$ cat config.mk
export PLATFORM = sky130hd
export DESIGN_NAME = icc_channel
export DESIGN_NICKNAME = d
export VERILOG_FILES = /design/src/shared/icc_pkg.sv /design/src/hw/icc_channel.sv /design/src/hw/icc_fifo.sv
export SDC_FILE = /design/constraint.sdc
export NUM_CORES = 1
export LEC_CHECK = 0
export BUFFER_PORTS_ARGS = -buffer_cell sky130_fd_sc_hd__buf_2
export CORE_UTILIZATION = 30
export DETAILED_ROUTE_END_ITERATION = 16
export GPL_ROUTABILITY_DRIVEN = 0
export PLACE_DENSITY = 0.54
export SLEW_MARGIN = 20
export SYNTH_ARGS = -nofsm -noshare
export SYNTH_HDL_FRONTEND = slang
export SYNTH_SLANG_ARGS = --single-unit
$ cat constraint.sdc
create_clock -name SYS_CLK_I -period 3.55 [get_ports SYS_CLK_I]
set_input_delay 0 -clock SYS_CLK_I [delete_from_list [all_inputs] [get_ports SYS_CLK_I]]
set_output_delay 0 -clock SYS_CLK_I [all_outputs]
set_load 0.03 [all_outputs]
$ cat src/shared/icc_pkg.sv
// Purpose: Shared constants and types for the input capture channel
// Assumes: Wishbone classic slave, 32-bit data, word-aligned registers
// Notes: Offsets are byte addresses
package icc_pkg;
	localparam logic [3:0] ADR_CON1 = 4'h0;
	localparam logic [3:0] ADR_CON2 = 4'h4;
	localparam logic [3:0] ADR_BUF = 4'h8;
	localparam logic [3:0] ADR_TMR = 4'hc;
	localparam logic [15:0] CON1_RESET = 16'h0000;
	localparam logic [15:0] CON2_RESET = 16'h000d;
	localparam logic [15:0] CON1_MASK = 16'h3c7f;
	localparam logic [15:0] CON2_MASK = 16'h01df;
	localparam int IDLE_STOP_BIT = 13;
	localparam int TSEL_LSB = 10;
	localparam int CPI_LSB = 5;
	localparam int OVF_BIT = 4;
	localparam int BNE_BIT = 3;
	localparam int CASCADE_BIT = 8;
	localparam int TRIG_MODE_BIT = 7;
	localparam int TRIG_STAT_BIT = 6;
	localparam logic [3:0] PRESCALE_4 = 4'h3;
	localparam logic [3:0] PRESCALE_16 = 4'hf;
	localparam logic [2:0] TSEL_T3 = 3'h0;
	localparam logic [2:0] TSEL_T2 = 3'h1;
	localparam logic [2:0] TSEL_T4 = 3'h2;
	localparam logic [2:0] TSEL_T5 = 3'h3;
	localparam logic [2:0] TSEL_PCLK = 3'h7;
	typedef enum logic [2:0] {
		MODE_OFF = 3'h0,
		MODE_BOTH = 3'h1,
		MODE_RISE = 3'h2,
		MODE_FALL = 3'h3,
		MODE_PRE4 = 3'h4,
		MODE_PRE16 = 3'h5,
		MODE_UNUSED = 3'h6,
		MODE_WAKE = 3'h7
	} icc_mode_t;
	// Timer count clocks as one-cycle enables
	typedef struct packed {
		logic t2;
		logic t3;
		logic t4;
		logic t5;
	} icc_tick_t;
	// Sync and trigger source pulses
	typedef struct packed {
		logic [3:0] ic;
		logic [3:0] oc;
		logic [4:0] tmr;
		logic [2:0] cmp;
		logic adc;
		logic charge_time_unit;
		logic ptg;
	} icc_src_t;
	typedef struct packed {
		logic [15:0] con1;
		logic [15:0] con2;
		logic [15:0] buf_data;
		logic [15:0] tmr;
	} icc_regs_t;
endpackage

$ cat src/hw/icc_channel.sv
// Purpose: Input capture channel with Wishbone register access
// Assumes: Timer ticks and source pulses are one-cycle enables on SYS_CLK_I
// Notes: Cascade partner bit and idle/sleep states are plain inputs
//
// Our own choices: register access over Wishbone and the register offsets.
`timescale 1ns/100ps
module icc_channel #(
	parameter int FIFO_DEPTH = 4
) (
	// Clock and reset
	input wire logic SYS_CLK_I,
	input wire logic RST_N_I,
	// Wishbone slave
	input wire logic WB_CYC_I,
	input wire logic WB_STB_I,
	input wire logic WB_WE_I,
	input wire logic [3:0] WB_ADR_I,
	input wire logic [3:0] WB_SEL_I,
	input wire logic [31:0] WB_DAT_I,
	output logic [31:0] WB_DAT_O,
	output logic WB_ACK_O,
	// Capture pin and system state
	input wire logic CAPTURE_PIN_I,
	input wire logic CPU_IDLE_I,
	input wire logic CPU_SLEEP_I,
	input wire logic PARTNER_CASCADE_I,
	// Time bases and sources
	input wire icc_pkg::icc_tick_t TICK_I,
	input wire icc_pkg::icc_src_t SRC_I,
	// Events
	output logic CAPTURE_IRQ_O,
	output logic WAKE_O,
	output logic CASCADE_ACTIVE_O,
	output logic SYNC_OUT_O
);
	import icc_pkg::*;

	////////////////////////////////////////////////////////////////////////
	logic pin_s1_q, pin_s2_q, pin_s3_q;
	logic [15:0] con1_q, con1_d, con2_q, con2_d, tmr_q, tmr_d;
	logic [3:0] pre_q, pre_d;
	logic [1:0] evt_q, evt_d;
	logic irq_q, irq_d, wake_q, wake_d, ack_q, ack_d;
	logic [31:0] rdat_q, rdat_d;
	logic ovf_q, ovf_d;
	logic rise, fall, halted, tick, src_hit, capture, push, pop;
	logic fifo_empty, fifo_full;
	logic [15:0] fifo_data;
	icc_mode_t mode;
	logic wr_acc, rd_acc;

	// Source decode, shared by sync and trigger paths
	function automatic logic src_pick(input logic [4:0] sel, input icc_src_t s);
		logic r;
		r = 1'b0;
		case (sel) inside
			5'h01, 5'h02, 5'h03, 5'h04: r = s.oc[sel[1:0] - 2'h1];
			5'h0a: r = s.ptg;
			[5'h0b:5'h0f]: r = s.tmr[3'(sel - 5'h0b)];
			[5'h10:5'h13]: r = s.ic[sel[1:0]];
			5'h18, 5'h19, 5'h1a: r = s.cmp[2'(sel - 5'h18)];
			5'h1b: r = s.adc;
			5'h1c: r = s.charge_time_unit;
			default: r = 1'b0; // None or reserved
		endcase
		return r;
	endfunction

	function automatic logic [1:0] evt_limit(input logic [1:0] cpi);
		return cpi; // Code n fires on capture n+1
	endfunction

	////////////////////////////////////////////////////////////////////////
	// Pin synchroniser; edges judged only from the second stage on
	always_ff @(posedge SYS_CLK_I or negedge RST_N_I) begin
		if (!RST_N_I) begin
			pin_s1_q <= 1'b0;
			pin_s2_q <= 1'b0;
			pin_s3_q <= 1'b0;
		end else begin
			pin_s1_q <= CAPTURE_PIN_I;
			pin_s2_q <= pin_s1_q;
			pin_s3_q <= pin_s2_q;
		end
	end
	assign rise = pin_s2_q && !pin_s3_q;
	assign fall = !pin_s2_q && pin_s3_q;

	////////////////////////////////////////////////////////////////////////
	// Capture path
	always_comb begin
		mode = icc_mode_t'(con1_q[2:0]);
		halted = CPU_SLEEP_I || (CPU_IDLE_I && con1_q[IDLE_STOP_BIT]);
		case (con1_q[TSEL_LSB +: 3])
			TSEL_PCLK: tick = 1'b1;
			TSEL_T5: tick = TICK_I.t5;
			TSEL_T4: tick = TICK_I.t4;
			TSEL_T2: tick = TICK_I.t2;
			TSEL_T3: tick = TICK_I.t3;
			default: tick = 1'b0; // Reserved codes stop the count
		endcase
		src_hit = src_pick(con2_q[4:0], SRC_I);
		pre_d = pre_q;
		capture = 1'b0;
		wake_d = 1'b0;
		if (!halted) begin
			case (mode)
				MODE_BOTH: capture = rise || fall;
				MODE_RISE: capture = rise;
				MODE_FALL: capture = fall;
				MODE_PRE4, MODE_PRE16: begin
					if (rise) begin
						pre_d = pre_q + 4'h1;
						capture = pre_q == (mode == MODE_PRE4 ? PRESCALE_4 : PRESCALE_16);
						if (capture) begin
							pre_d = 4'h0;
						end
					end
				end
				default: capture = 1'b0; // Off, unused, wake
			endcase
		end
		if (mode == MODE_WAKE && (CPU_SLEEP_I || CPU_IDLE_I)) begin
			wake_d = rise; // Other control bits play no part
		end
		if (mode == MODE_OFF || mode == MODE_UNUSED) begin
			pre_d = 4'h0;
		end
	end

	// Timer: cleared by sync source unless in trigger mode
	always_comb begin
		tmr_d = tmr_q;
		if (mode == MODE_OFF || mode == MODE_UNUSED || mode == MODE_WAKE) begin
			tmr_d = '0;
		end else if (!halted) begin
			if (!con2_q[TRIG_MODE_BIT] && src_hit) begin
				tmr_d = '0;
			end else if (tick && (!con2_q[TRIG_MODE_BIT] || con2_q[TRIG_STAT_BIT])) begin
				tmr_d = tmr_q + 16'h1;
			end
		end
	end

	// Push when room; a full buffer drops the value
	assign push = capture && !fifo_full;

	// Interrupt grouping
	always_comb begin
		evt_d = evt_q;
		irq_d = 1'b0;
		if (mode == MODE_OFF || mode == MODE_UNUSED) begin
			evt_d = 2'h0;
		end else if (capture) begin
			if (mode == MODE_BOTH || evt_q == evt_limit(con1_q[CPI_LSB +: 2])) begin
				irq_d = 1'b1; // Grouping skipped in both-edge mode
				evt_d = 2'h0;
			end else begin
				evt_d = evt_q + 2'h1;
			end
		end
	end

	////////////////////////////////////////////////////////////////////////
	// Wishbone slave: one wait state, ack drops after one cycle
	assign wr_acc = WB_CYC_I && WB_STB_I && WB_WE_I && !ack_q;
	assign rd_acc = WB_CYC_I && WB_STB_I && !WB_WE_I && !ack_q;
	assign pop = rd_acc && WB_ADR_I == ADR_BUF; // Read drains one entry

	always_comb begin
		con1_d = con1_q;
		con2_d = con2_q;
		ack_d = WB_CYC_I && WB_STB_I && !ack_q;
		rdat_d = rdat_q;
		ovf_d = ovf_q;
		if (mode == MODE_OFF) begin
			ovf_d = 1'b0; // Hardware clears on turn-off
		end
		if (capture && fifo_full) begin
			ovf_d = 1'b1; // Set wins over clear
		end
		if (src_hit && con2_q[TRIG_MODE_BIT]) begin
			con2_d[TRIG_STAT_BIT] = 1'b1;
		end
		if (wr_acc) begin
			if (WB_ADR_I == ADR_CON1) begin
				if (WB_SEL_I[0]) con1_d[7:0] = WB_DAT_I[7:0];
				if (WB_SEL_I[1]) con1_d[15:8] = WB_DAT_I[15:8];
				con1_d = con1_d & CON1_MASK;
			end
			if (WB_ADR_I == ADR_CON2) begin
				if (WB_SEL_I[0]) begin
					con2_d[7:0] = WB_DAT_I[7:0];
					if (src_hit && con2_q[TRIG_MODE_BIT]) con2_d[TRIG_STAT_BIT] = 1'b1;
				end
				if (WB_SEL_I[1]) con2_d[15:8] = WB_DAT_I[15:8];
				con2_d = con2_d & CON2_MASK;
			end
		end
		if (rd_acc) begin
			case (WB_ADR_I)
				ADR_CON1: rdat_d = {16'h0, con1_q[15:5], ovf_q, !fifo_empty, con1_q[2:0]};
				ADR_CON2: rdat_d = {16'h0, con2_q};
				ADR_BUF: rdat_d = {16'h0, fifo_data};
				ADR_TMR: rdat_d = {16'h0, tmr_q};
				default: rdat_d = 32'h0;
			endcase
		end
	end

	////////////////////////////////////////////////////////////////////////
	always_ff @(posedge SYS_CLK_I or negedge RST_N_I) begin
		if (!RST_N_I) begin
			con1_q <= CON1_RESET;
			con2_q <= CON2_RESET;
			tmr_q <= 16'h0;
			pre_q <= 4'h0;
			evt_q <= 2'h0;
			irq_q <= 1'b0;
			wake_q <= 1'b0;
			ack_q <= 1'b0;
			rdat_q <= 32'h0;
			ovf_q <= 1'b0;
		end else begin
			con1_q <= con1_d;
			con2_q <= con2_d;
			tmr_q <= tmr_d;
			pre_q <= pre_d;
			evt_q <= evt_d;
			irq_q <= irq_d;
			wake_q <= wake_d;
			ack_q <= ack_d;
			rdat_q <= rdat_d;
			ovf_q <= ovf_d;
		end
	end

	// Value captured is the timer as it stands this cycle
	icc_fifo #(
		.WIDTH(16),
		.DEPTH(FIFO_DEPTH)
	) u_fifo (
		.clk_i(SYS_CLK_I),
		.rst_n_i(RST_N_I),
		.flush_i(mode == MODE_OFF),
		.push_i(push),
		.data_i(tmr_q),
		.pop_i(pop),
		.data_o(fifo_data),
		.empty_o(fifo_empty),
		.full_o(fifo_full)
	);

	assign WB_DAT_O = rdat_q;
	assign WB_ACK_O = ack_q;
	assign CAPTURE_IRQ_O = irq_q;
	assign WAKE_O = wake_q;
	assign CASCADE_ACTIVE_O = con2_q[CASCADE_BIT] && PARTNER_CASCADE_I;
	assign SYNC_OUT_O = capture;
endmodule

$ cat src/hw/icc_fifo.sv
// Purpose: Small capture FIFO for timestamps
// Assumes: Push of a full FIFO is dropped by the caller
// Notes: Depth is a power of two
`timescale 1ns/100ps
module icc_fifo #(
	parameter int WIDTH = 16,
	parameter int DEPTH = 4
) (
	// Clock and reset
	input wire logic clk_i,
	input wire logic rst_n_i,
	// Control
	input wire logic flush_i,
	input wire logic push_i,
	input wire logic [WIDTH-1:0] data_i,
	input wire logic pop_i,
	// Status and data
	output logic [WIDTH-1:0] data_o,
	output logic empty_o,
	output logic full_o
);
	localparam int AW = $clog2(DEPTH);
	logic [WIDTH-1:0] mem_q [DEPTH];
	logic [WIDTH-1:0] mem_d [DEPTH];
	logic [AW-1:0] rd_q, rd_d, wr_q, wr_d;
	logic [AW:0] cnt_q, cnt_d;
	logic do_push, do_pop;
	always_comb begin
		do_pop = pop_i && cnt_q != '0;
		// A pop in the same cycle frees the slot being written
		do_push = push_i && (cnt_q != (AW+1)'(DEPTH) || do_pop);
		mem_d = mem_q;
		rd_d = rd_q;
		wr_d = wr_q;
		cnt_d = cnt_q;
		if (flush_i) begin
			rd_d = '0;
			wr_d = '0;
			cnt_d = '0;
		end else begin
			if (do_push) begin
				mem_d[wr_q] = data_i;
				wr_d = wr_q + 1'b1;
			end
			if (do_pop) begin
				rd_d = rd_q + 1'b1;
			end
			cnt_d = cnt_q + (AW+1)'(do_push) - (AW+1)'(do_pop);
		end
	end
	always_ff @(posedge clk_i or negedge rst_n_i) begin
		if (!rst_n_i) begin
			for (int i = 0; i < DEPTH; i++) begin
				mem_q[i] <= '0;
			end
			rd_q <= '0;
			wr_q <= '0;
			cnt_q <= '0;
		end else begin
			mem_q <= mem_d;
			rd_q <= rd_d;
			wr_q <= wr_d;
			cnt_q <= cnt_d;
		end
	end
	assign data_o = mem_q[rd_q];
	assign empty_o = cnt_q == '0;
	assign full_o = cnt_q == (AW+1)'(DEPTH);
endmodule

## After elaboration in Yosys (flattened, before gate mapping)

Index checks and enable logic that the tools add are counted.

| storage, ports and cells | value |
|---|---|
| register bits | 151 |
| output and inout bits | 37 |
| word-level logic and storage cells | 191 |

| operators by class | value |
|---|---|
| $add $sub $neg | 10 |
| magnitude comparators | 11 |
| equal/unequal tests | 30 |
| mux-type cells | 55 |
| bitwise gates (word level) | 3 |
| reduce and logical (&&, ||, !) cells | 59 |

Operators with widths:

| kind | number |
|---|---|
| 16-bit 2-to-1 mux | 7 |
| 64-bit bitwise mux | 1 |
| 16-bit case mux with 4 select lines | 1 |
| 16-bit binary-select mux with 2-bit select | 1 |
| 16-bit demux with 2-bit select | 1 |
| 5-bit == test (second input constant) | 5 |
| 4-bit 2-to-1 mux | 6 |
| 1-bit logical AND | 22 |
| 1-bit 2-to-1 mux | 21 |
| 7-bit 2-to-1 mux | 3 |
| 3-bit == test (second input constant) | 6 |
| 16-bit by 1-bit adder with 16-bit output (second input constant) | 1 |
| 3-bit AND reduction | 5 |
| 2-bit 2-to-1 mux | 7 |
| 3-bit by 2-bit == test with 1-bit output (second input constant) | 4 |
| 2-bit nonzero test | 6 |
| 5-bit by 2-bit == test with 1-bit output (second input constant) | 2 |
| 3-bit zero test | 3 |
| 2-bit by 3-bit < comparator with 1-bit output (second input constant) | 3 |
| 4-bit == test (second input constant) | 2 |
| 1-bit logical OR | 8 |
| 1-bit zero test | 7 |
| 2-bit by 1-bit adder with 2-bit output (second input constant) | 3 |
| 1-bit binary-select mux with 2-bit select | 3 |
| 33 further kinds | 40 |

## Logic depth before layout (Yosys ltp)

| depth | value |
|---|---|
| word-level depth | 13 |
| gate-level depth with buffers | 15 |
| depth with buffers taken out | 14 |

## Modules after synthesis

Synthesis repeated with hierarchy kept, for this count alone.

| unflattened totals | value |
|---|---|
| cell total of the unflattened synthesis | 623 |
| area, all modules | 7365.8 um^2 |

By module, submodules not included:

| module | instances | cells each | area each (um^2) |
|---|---|---|---|
| icc_channel | 1 | 420 | 4000.1 |
| icc_fifo | 1 | 203 | 3365.7 |

## Worst setup path after synthesis

No wires, ideal clock.

| path | value |
|---|---|
| path type | flip-flop to flip-flop |
| start | register ack_q (netlist: WB_ACK_O) |
| end | register u_fifo.cnt_q[2] |
| setup time | 0.131 ns |
| data arrival time | 2.611 ns |
| required time | 3.419 ns |
| slack | 0.807 ns |
| stages on the path, launching flop included | 13 |
| buffers on the path | 2 |
| period minus slack after synthesis | 2.743 ns |
| cells stage by stage | dfrtp_1 or3_1 clkbuf_1 clkbuf_1 nor4_1 ha_1 inv_1 ha_1 inv_1 fa_1 xor2_1 xnor2_1 nor2_1 |

| on the way | value |
|---|---|
| word-level cells in the longest chain between the ends | 9 |

RTL lines:

| what | RTL line | source |
|---|---|---|
| from (decl) | icc_channel.sv:43 | `logic irq_q, irq_d, wake_q, wake_d, ack_q, ack_d;` |
| from (signal assigned) | icc_channel.sv:232 | `ack_q <= ack_d;` |
| 1-bit zero test (*) | icc_channel.sv:167 | `assign rd_acc = WB_CYC_I && WB_STB_I && !WB_WE_I && !ack_q;` |
| 1-bit logical AND (*) | icc_channel.sv:167 |  |
| 1-bit logical AND (*) | icc_channel.sv:168 | `assign pop = rd_acc && WB_ADR_I == ADR_BUF;` |
| 1-bit logical AND (*) | icc_fifo.sv:29 | `do_pop = pop_i && cnt_q != '0;` |
| 1-bit logical OR | icc_fifo.sv:31 | `do_push = push_i && (cnt_q != (AW+1)'(DEPTH) \|\| do_pop);` |
| 1-bit logical AND | icc_fifo.sv:31 |  |
| 3-bit by 1-bit adder with 3-bit output | icc_fifo.sv:48 | `cnt_d = cnt_q + (AW+1)'(do_push) - (AW+1)'(do_pop);` |
| 3-bit by 1-bit subtractor with 3-bit output (*) | icc_fifo.sv:48 |  |
| 3-bit 2-to-1 mux (*) | icc_fifo.sv:36 | `if (flush_i) begin` |
| via u_fifo.cnt_d[2] | icc_fifo.sv:26 | `logic [AW:0] cnt_q, cnt_d;` |
| to (signal assigned) | icc_fifo.sv:63 | `cnt_q <= cnt_d;` |
| to (decl) | icc_fifo.sv:26 |  |

The timed path passes the listed nets; every way through them passes the cells marked *.
A chain may end at the register's enable or synchronous reset.

## Worst setup path after layout

| path | value |
|---|---|
| start | register con2_q[0] |
| end | register tmr_q[11] |

| on the way | value |
|---|---|
| word-level cells in the longest chain between the ends | 12 |
| elaborated cells between the ends (all ways) | 42 |

RTL lines:

| what | RTL line | source |
|---|---|---|
| from (decl) | icc_channel.sv:40 | `logic [15:0] con1_q, con1_d, con2_q, con2_d, tmr_q, tmr_d;` |
| from (signal assigned) | icc_channel.sv:226 | `con2_q <= con2_d;` |
| 2-bit by 1-bit subtractor with 2-bit output / 5-bit == test (equally long branches) | icc_channel.sv:61, icc_channel.sv:102 |  |
| 1-bit binary-select mux with 2-bit select / 1-bit 2-to-1 mux (equally long branches) | icc_channel.sv:61, icc_channel.sv:56 |  |
| 1-bit 2-to-1 mux (on tied branches) | icc_channel.sv:61, icc_channel.sv:56 |  |
| 1-bit 2-to-1 mux (4 in a row) | icc_channel.sv:56 | `case (sel) inside` |
| 1-bit 2-to-1 mux (*) | icc_channel.sv:56 |  |
| 1-bit logical AND (*) | icc_channel.sv:137 | `if (!con2_q[TRIG_MODE_BIT] && src_hit) begin` |
| 16-bit 2-to-1 mux | icc_channel.sv:137 |  |
| 16-bit 2-to-1 mux | icc_channel.sv:136 | `end else if (!halted) begin` |
| 16-bit 2-to-1 mux | icc_channel.sv:134 | `if (mode == MODE_OFF \|\| mode == MODE_UNUSED \|\| mode == MODE_WAKE) begin` |
| to (signal assigned) | icc_channel.sv:227 | `tmr_q <= tmr_d;` |
| to (decl) | icc_channel.sv:40 |  |

Every way passes the cells marked *; elsewhere a longest branch is shown, timed or not. The select of a mux whose other input is x is not followed.

==> flow_summary.yaml <==
cts:
  cts_max_level: 4
  cts-buffers-inserted: 17
  cts_tree: "yes"
  cts_sinks: 133
  cts_root_buf: "clkbuf_16"
  cts.reportedPaths.clkPinSlew_ns: 0.05
  clock_latency_ns: 0.42
  cts_setup_buffers: 0
  cts_buffer_depth: 2
route:
  drt_pass1_iterations: 4
  wl_per_cell_um: 17.28
  wl_um: 16850
  first_iter_violations: 302
  ant_nets: 0
  vias: 4863
  drc: 0
  via_per_inst: 4.988
sta:
  tightest_slew_ns: 0.9231
  setup_violations: 0
  finalHoldViolCount: 0
  whs_ns: 0.02462
  clock.fmax_mhz: 355.1
  finalCritPeriodShare_pct: 79.34
  slew_viol_final: 0
  timing.final.crit_period_ns: 2.816
  finalSetupTns_ns: 0
  rsz0062_at_grt: "false"
  skew_ns: 0.01717
  slew_headroom_pct: 38.40
synthesis:
  yosysTopAreaCell: "dfrtp_1"
  yosys_warnings: 0
  synth_edf_count: 0
  async_reset_ff_share_pct: 100.0
  ys_seq_elements: 133
  synth_top_area_share_pct: 47.36
  synth.distinct_cells: 58
  netlist_top_cells_area: "dfrtp_1 (47%), mux2_2 (7.0%), mux2_1 (6.9%)"
  netlist_instances: 602
  syn_avg_cell_area_um2: 11.41
  syn_area_um2: 6869
  yosysSeqAreaShare_pct: 48.51
  synth_flop_cell: "dfrtp_1"
setup_path:
  end_kind: "flop"
  crit_chain: "inv_1 -> ha_1 -> mux4_2 -> or4_1 -> nand2_1 -> a21oi_2 -> a21o_1 -> or4_1 -> nand3_1"
  crit_required_ns: 3.90
  critPathLaunch: "con2_q[0]$_DFFE_PN1P_"
  worst-path-stages: 9
  critPathLaunchType: "flop"
  critPathMostFrequentCell: "or4_1"
  critical_path.max_fanout: 13
  r2r_cells: 9
  critical_path.endpoint: "tmr_q[11]$_DFFE_PN0P_"
  path_class: "flop to flop"
  crit_arrival_ns: 3.16
  rr_startpoint: "con2_q[0]$_DFFE_PN1P_"
  critPathBufInv: 1
  r2r_slack_ns: 0.73
  slowest_delay_ns: 0.52
  cpLargestDelayFamily: "simple AND/OR/NAND/NOR gates"
  crit_slowest_cell: "dfstp_2"
  worstReg2RegEnd: "tmr_q[11]$_DFFE_PN0P_"
finish:
  syn_to_final_growth_pct: 19.16
  diodes: 0
  drive_above_1_share_pct: 26.76
  n_fill_cell: 2176
  final_cell_mix: "dfrtp_1 (130), buf_2 (70), nand2_1 (57)"
  nNetsFinal: 773
  mostFrequentLayoutCell: "dfrtp_1"
global_route:
  track_usage_pct: 15.17
  grt_overflow: 0
  grt_pass1_wl_um: 27490
  antenna_found_initial: 0
  grt_max_degree: 97
  grt_pass1_vias: 4950
floorplan:
  io_pins: 109
  die_x_um: 153.3
  rows: 54
  fp.dieH_um: 153.3
  die_area_um2: 23510
  initial_core_util_pct: 31.00
  coreArea_um2: 22160
worst_hold_path:
  hold_path_class: "input pin to flop"
placed_design:
  dp_hpwl_um: 11540
  io_buffers: 71
outcome:
  status: "completed"
job:
  max_cap_violations: 0
power:
  power_density_nw_per_um2: 425.3
  p_leak_uw: 0.003846
  ir_drop_mv: 0.3199
cell usage after synthesis, types with 3 or more instances:
master and instances:
and3_1 9, nand2_1 57, nand3_1 15, xnor2_1 4
mux2_1 42, o21ai_0 22, buf_4 20, dfrtp_1 130
mux2i_1 4, nor2b_1 9, clkbuf_1 20, mux2_2 43
o21ai_1 6, a21oi_1 21, buf_2 10, a21o_1 3
nor3_1 6, buf_1 4, a21boi_1 3, or2_1 3
dfstp_2 3, a222oi_1 7, nor4_1 4, mux4_2 19
o311ai_1 6, or4_1 4, ha_1 14, nor2_1 28
o211ai_1 3, inv_1 22, a22oi_1 8, or3_1 10
nand4_1 9
tightest hold or removal path: stages:
cell     delay [ns]
buf_2          0.11
nand4_1        0.13
mux2_2         0.16
power breakdown:
group | total (uW) | internal (uW) | switching, uW
combinational | 303 | 115 | 189
sequential | 1580 | 1540 | 35.0
clock | 1600 | 995 | 606
total | 3480 | 2650 | 829
timing repair:
item,in CTS,in global routing
hold buffers,19,0
gates resized for setup,0,0
endpoints found under the hold margin,112,0
sequential cells by signal, summed over array words and instances (netlist names):
| name | cells |
|---|---|
| ovf_q | 1 |
| pin_s1_q | 1 |
| WAKE_O | 1 |
| pre_q | 4 |
| pin_s2_q | 1 |
| u_fifo.wr_q | 2 |
| con2_q | 8 |
| u_fifo.cnt_q | 3 |
| u_fifo.mem_q | 64 |
| WB_ACK_O | 1 |
| tmr_q | 16 |
| WB_DAT_O | 16 |
| evt_q | 2 |
| CAPTURE_IRQ_O | 1 |
| con1_q | 9 |
| pin_s3_q | 1 |
| u_fifo.rd_q | 2 |
worst min path at each step:
| stage | slack, ns | to | start | depth (start not counted) |
|---|---|---|---|---|
| 5_1_grt | 0.04 | pre_q[1]$_DFFE_PN0P_ | CPU_IDLE_I | 4 |
| 4_1_cts | 0.01 | u_fifo.rd_q[0]$_DFFE_PN0P_ | WB_ADR_I[2] | 4 |
| 6_report | 0.02 | con2_q[8]$_DFFE_PN0P_ | WB_SEL_I[1] | 3 |
| 3_3_place_gp | 0.11 | pin_s1_q$_DFF_PN0_ | CAPTURE_PIN_I | 1 |
| 3_5_place_dp | 0.11 | pin_s1_q$_DFF_PN0_ | CAPTURE_PIN_I | 1 |
| 2_1_floorplan | -0.30 | CAPTURE_IRQ_O$_DFF_PN0_ | RST_N_I | 0 |
metal layers:
layer / global-route usage [%] / vias up / share of wire (%)
li1: - / 2317 / -
met1: 19.96 / 2447 / 48
met2: 25.07 / 91 / 49
met3: 2.892 / 8 / 2.8
met4: 4.906 / 0 / 0.84
met5: 0 / - / 0
final cells by class:
class	count	area, um2	share of cell area [%]
sequential	133	3332	40.71
clock inverter	6	55.05	0.6726
tap	280	350.3	4.280
timing repair buffer	106	684.4	8.361
inverter	22	82.58	1.009
clock buffer	22	474.2	5.793
multi-input combinational	406	3207	39.18
kinds of logic after synthesis:
logic type / synth area share [%]
fa+ha+maj: 2.842
simple gates: 11.97
compound gates: 9.363
buf+inv: 5.756
mux: 20.75
xor+xnor: 0.7650
flops: 48.51
other cells: 0.05459
through the flow:
step	instance area (um2)	power [uW]	util, %	setup WS (ns)	cells
finish	8185	3481	36.94	0.7335	975
detailed placement	7466	1892	33.69	0.7469	928
CTS	8185	3529	36.94	0.7218	975
floorplan	6925	1781	-	0.8073	617
global placement	7466	1892	33.69	0.7278	928
global route	8185	3642	36.94	0.5582	975
Note: power is estimated with default switching activity, not from simulation.
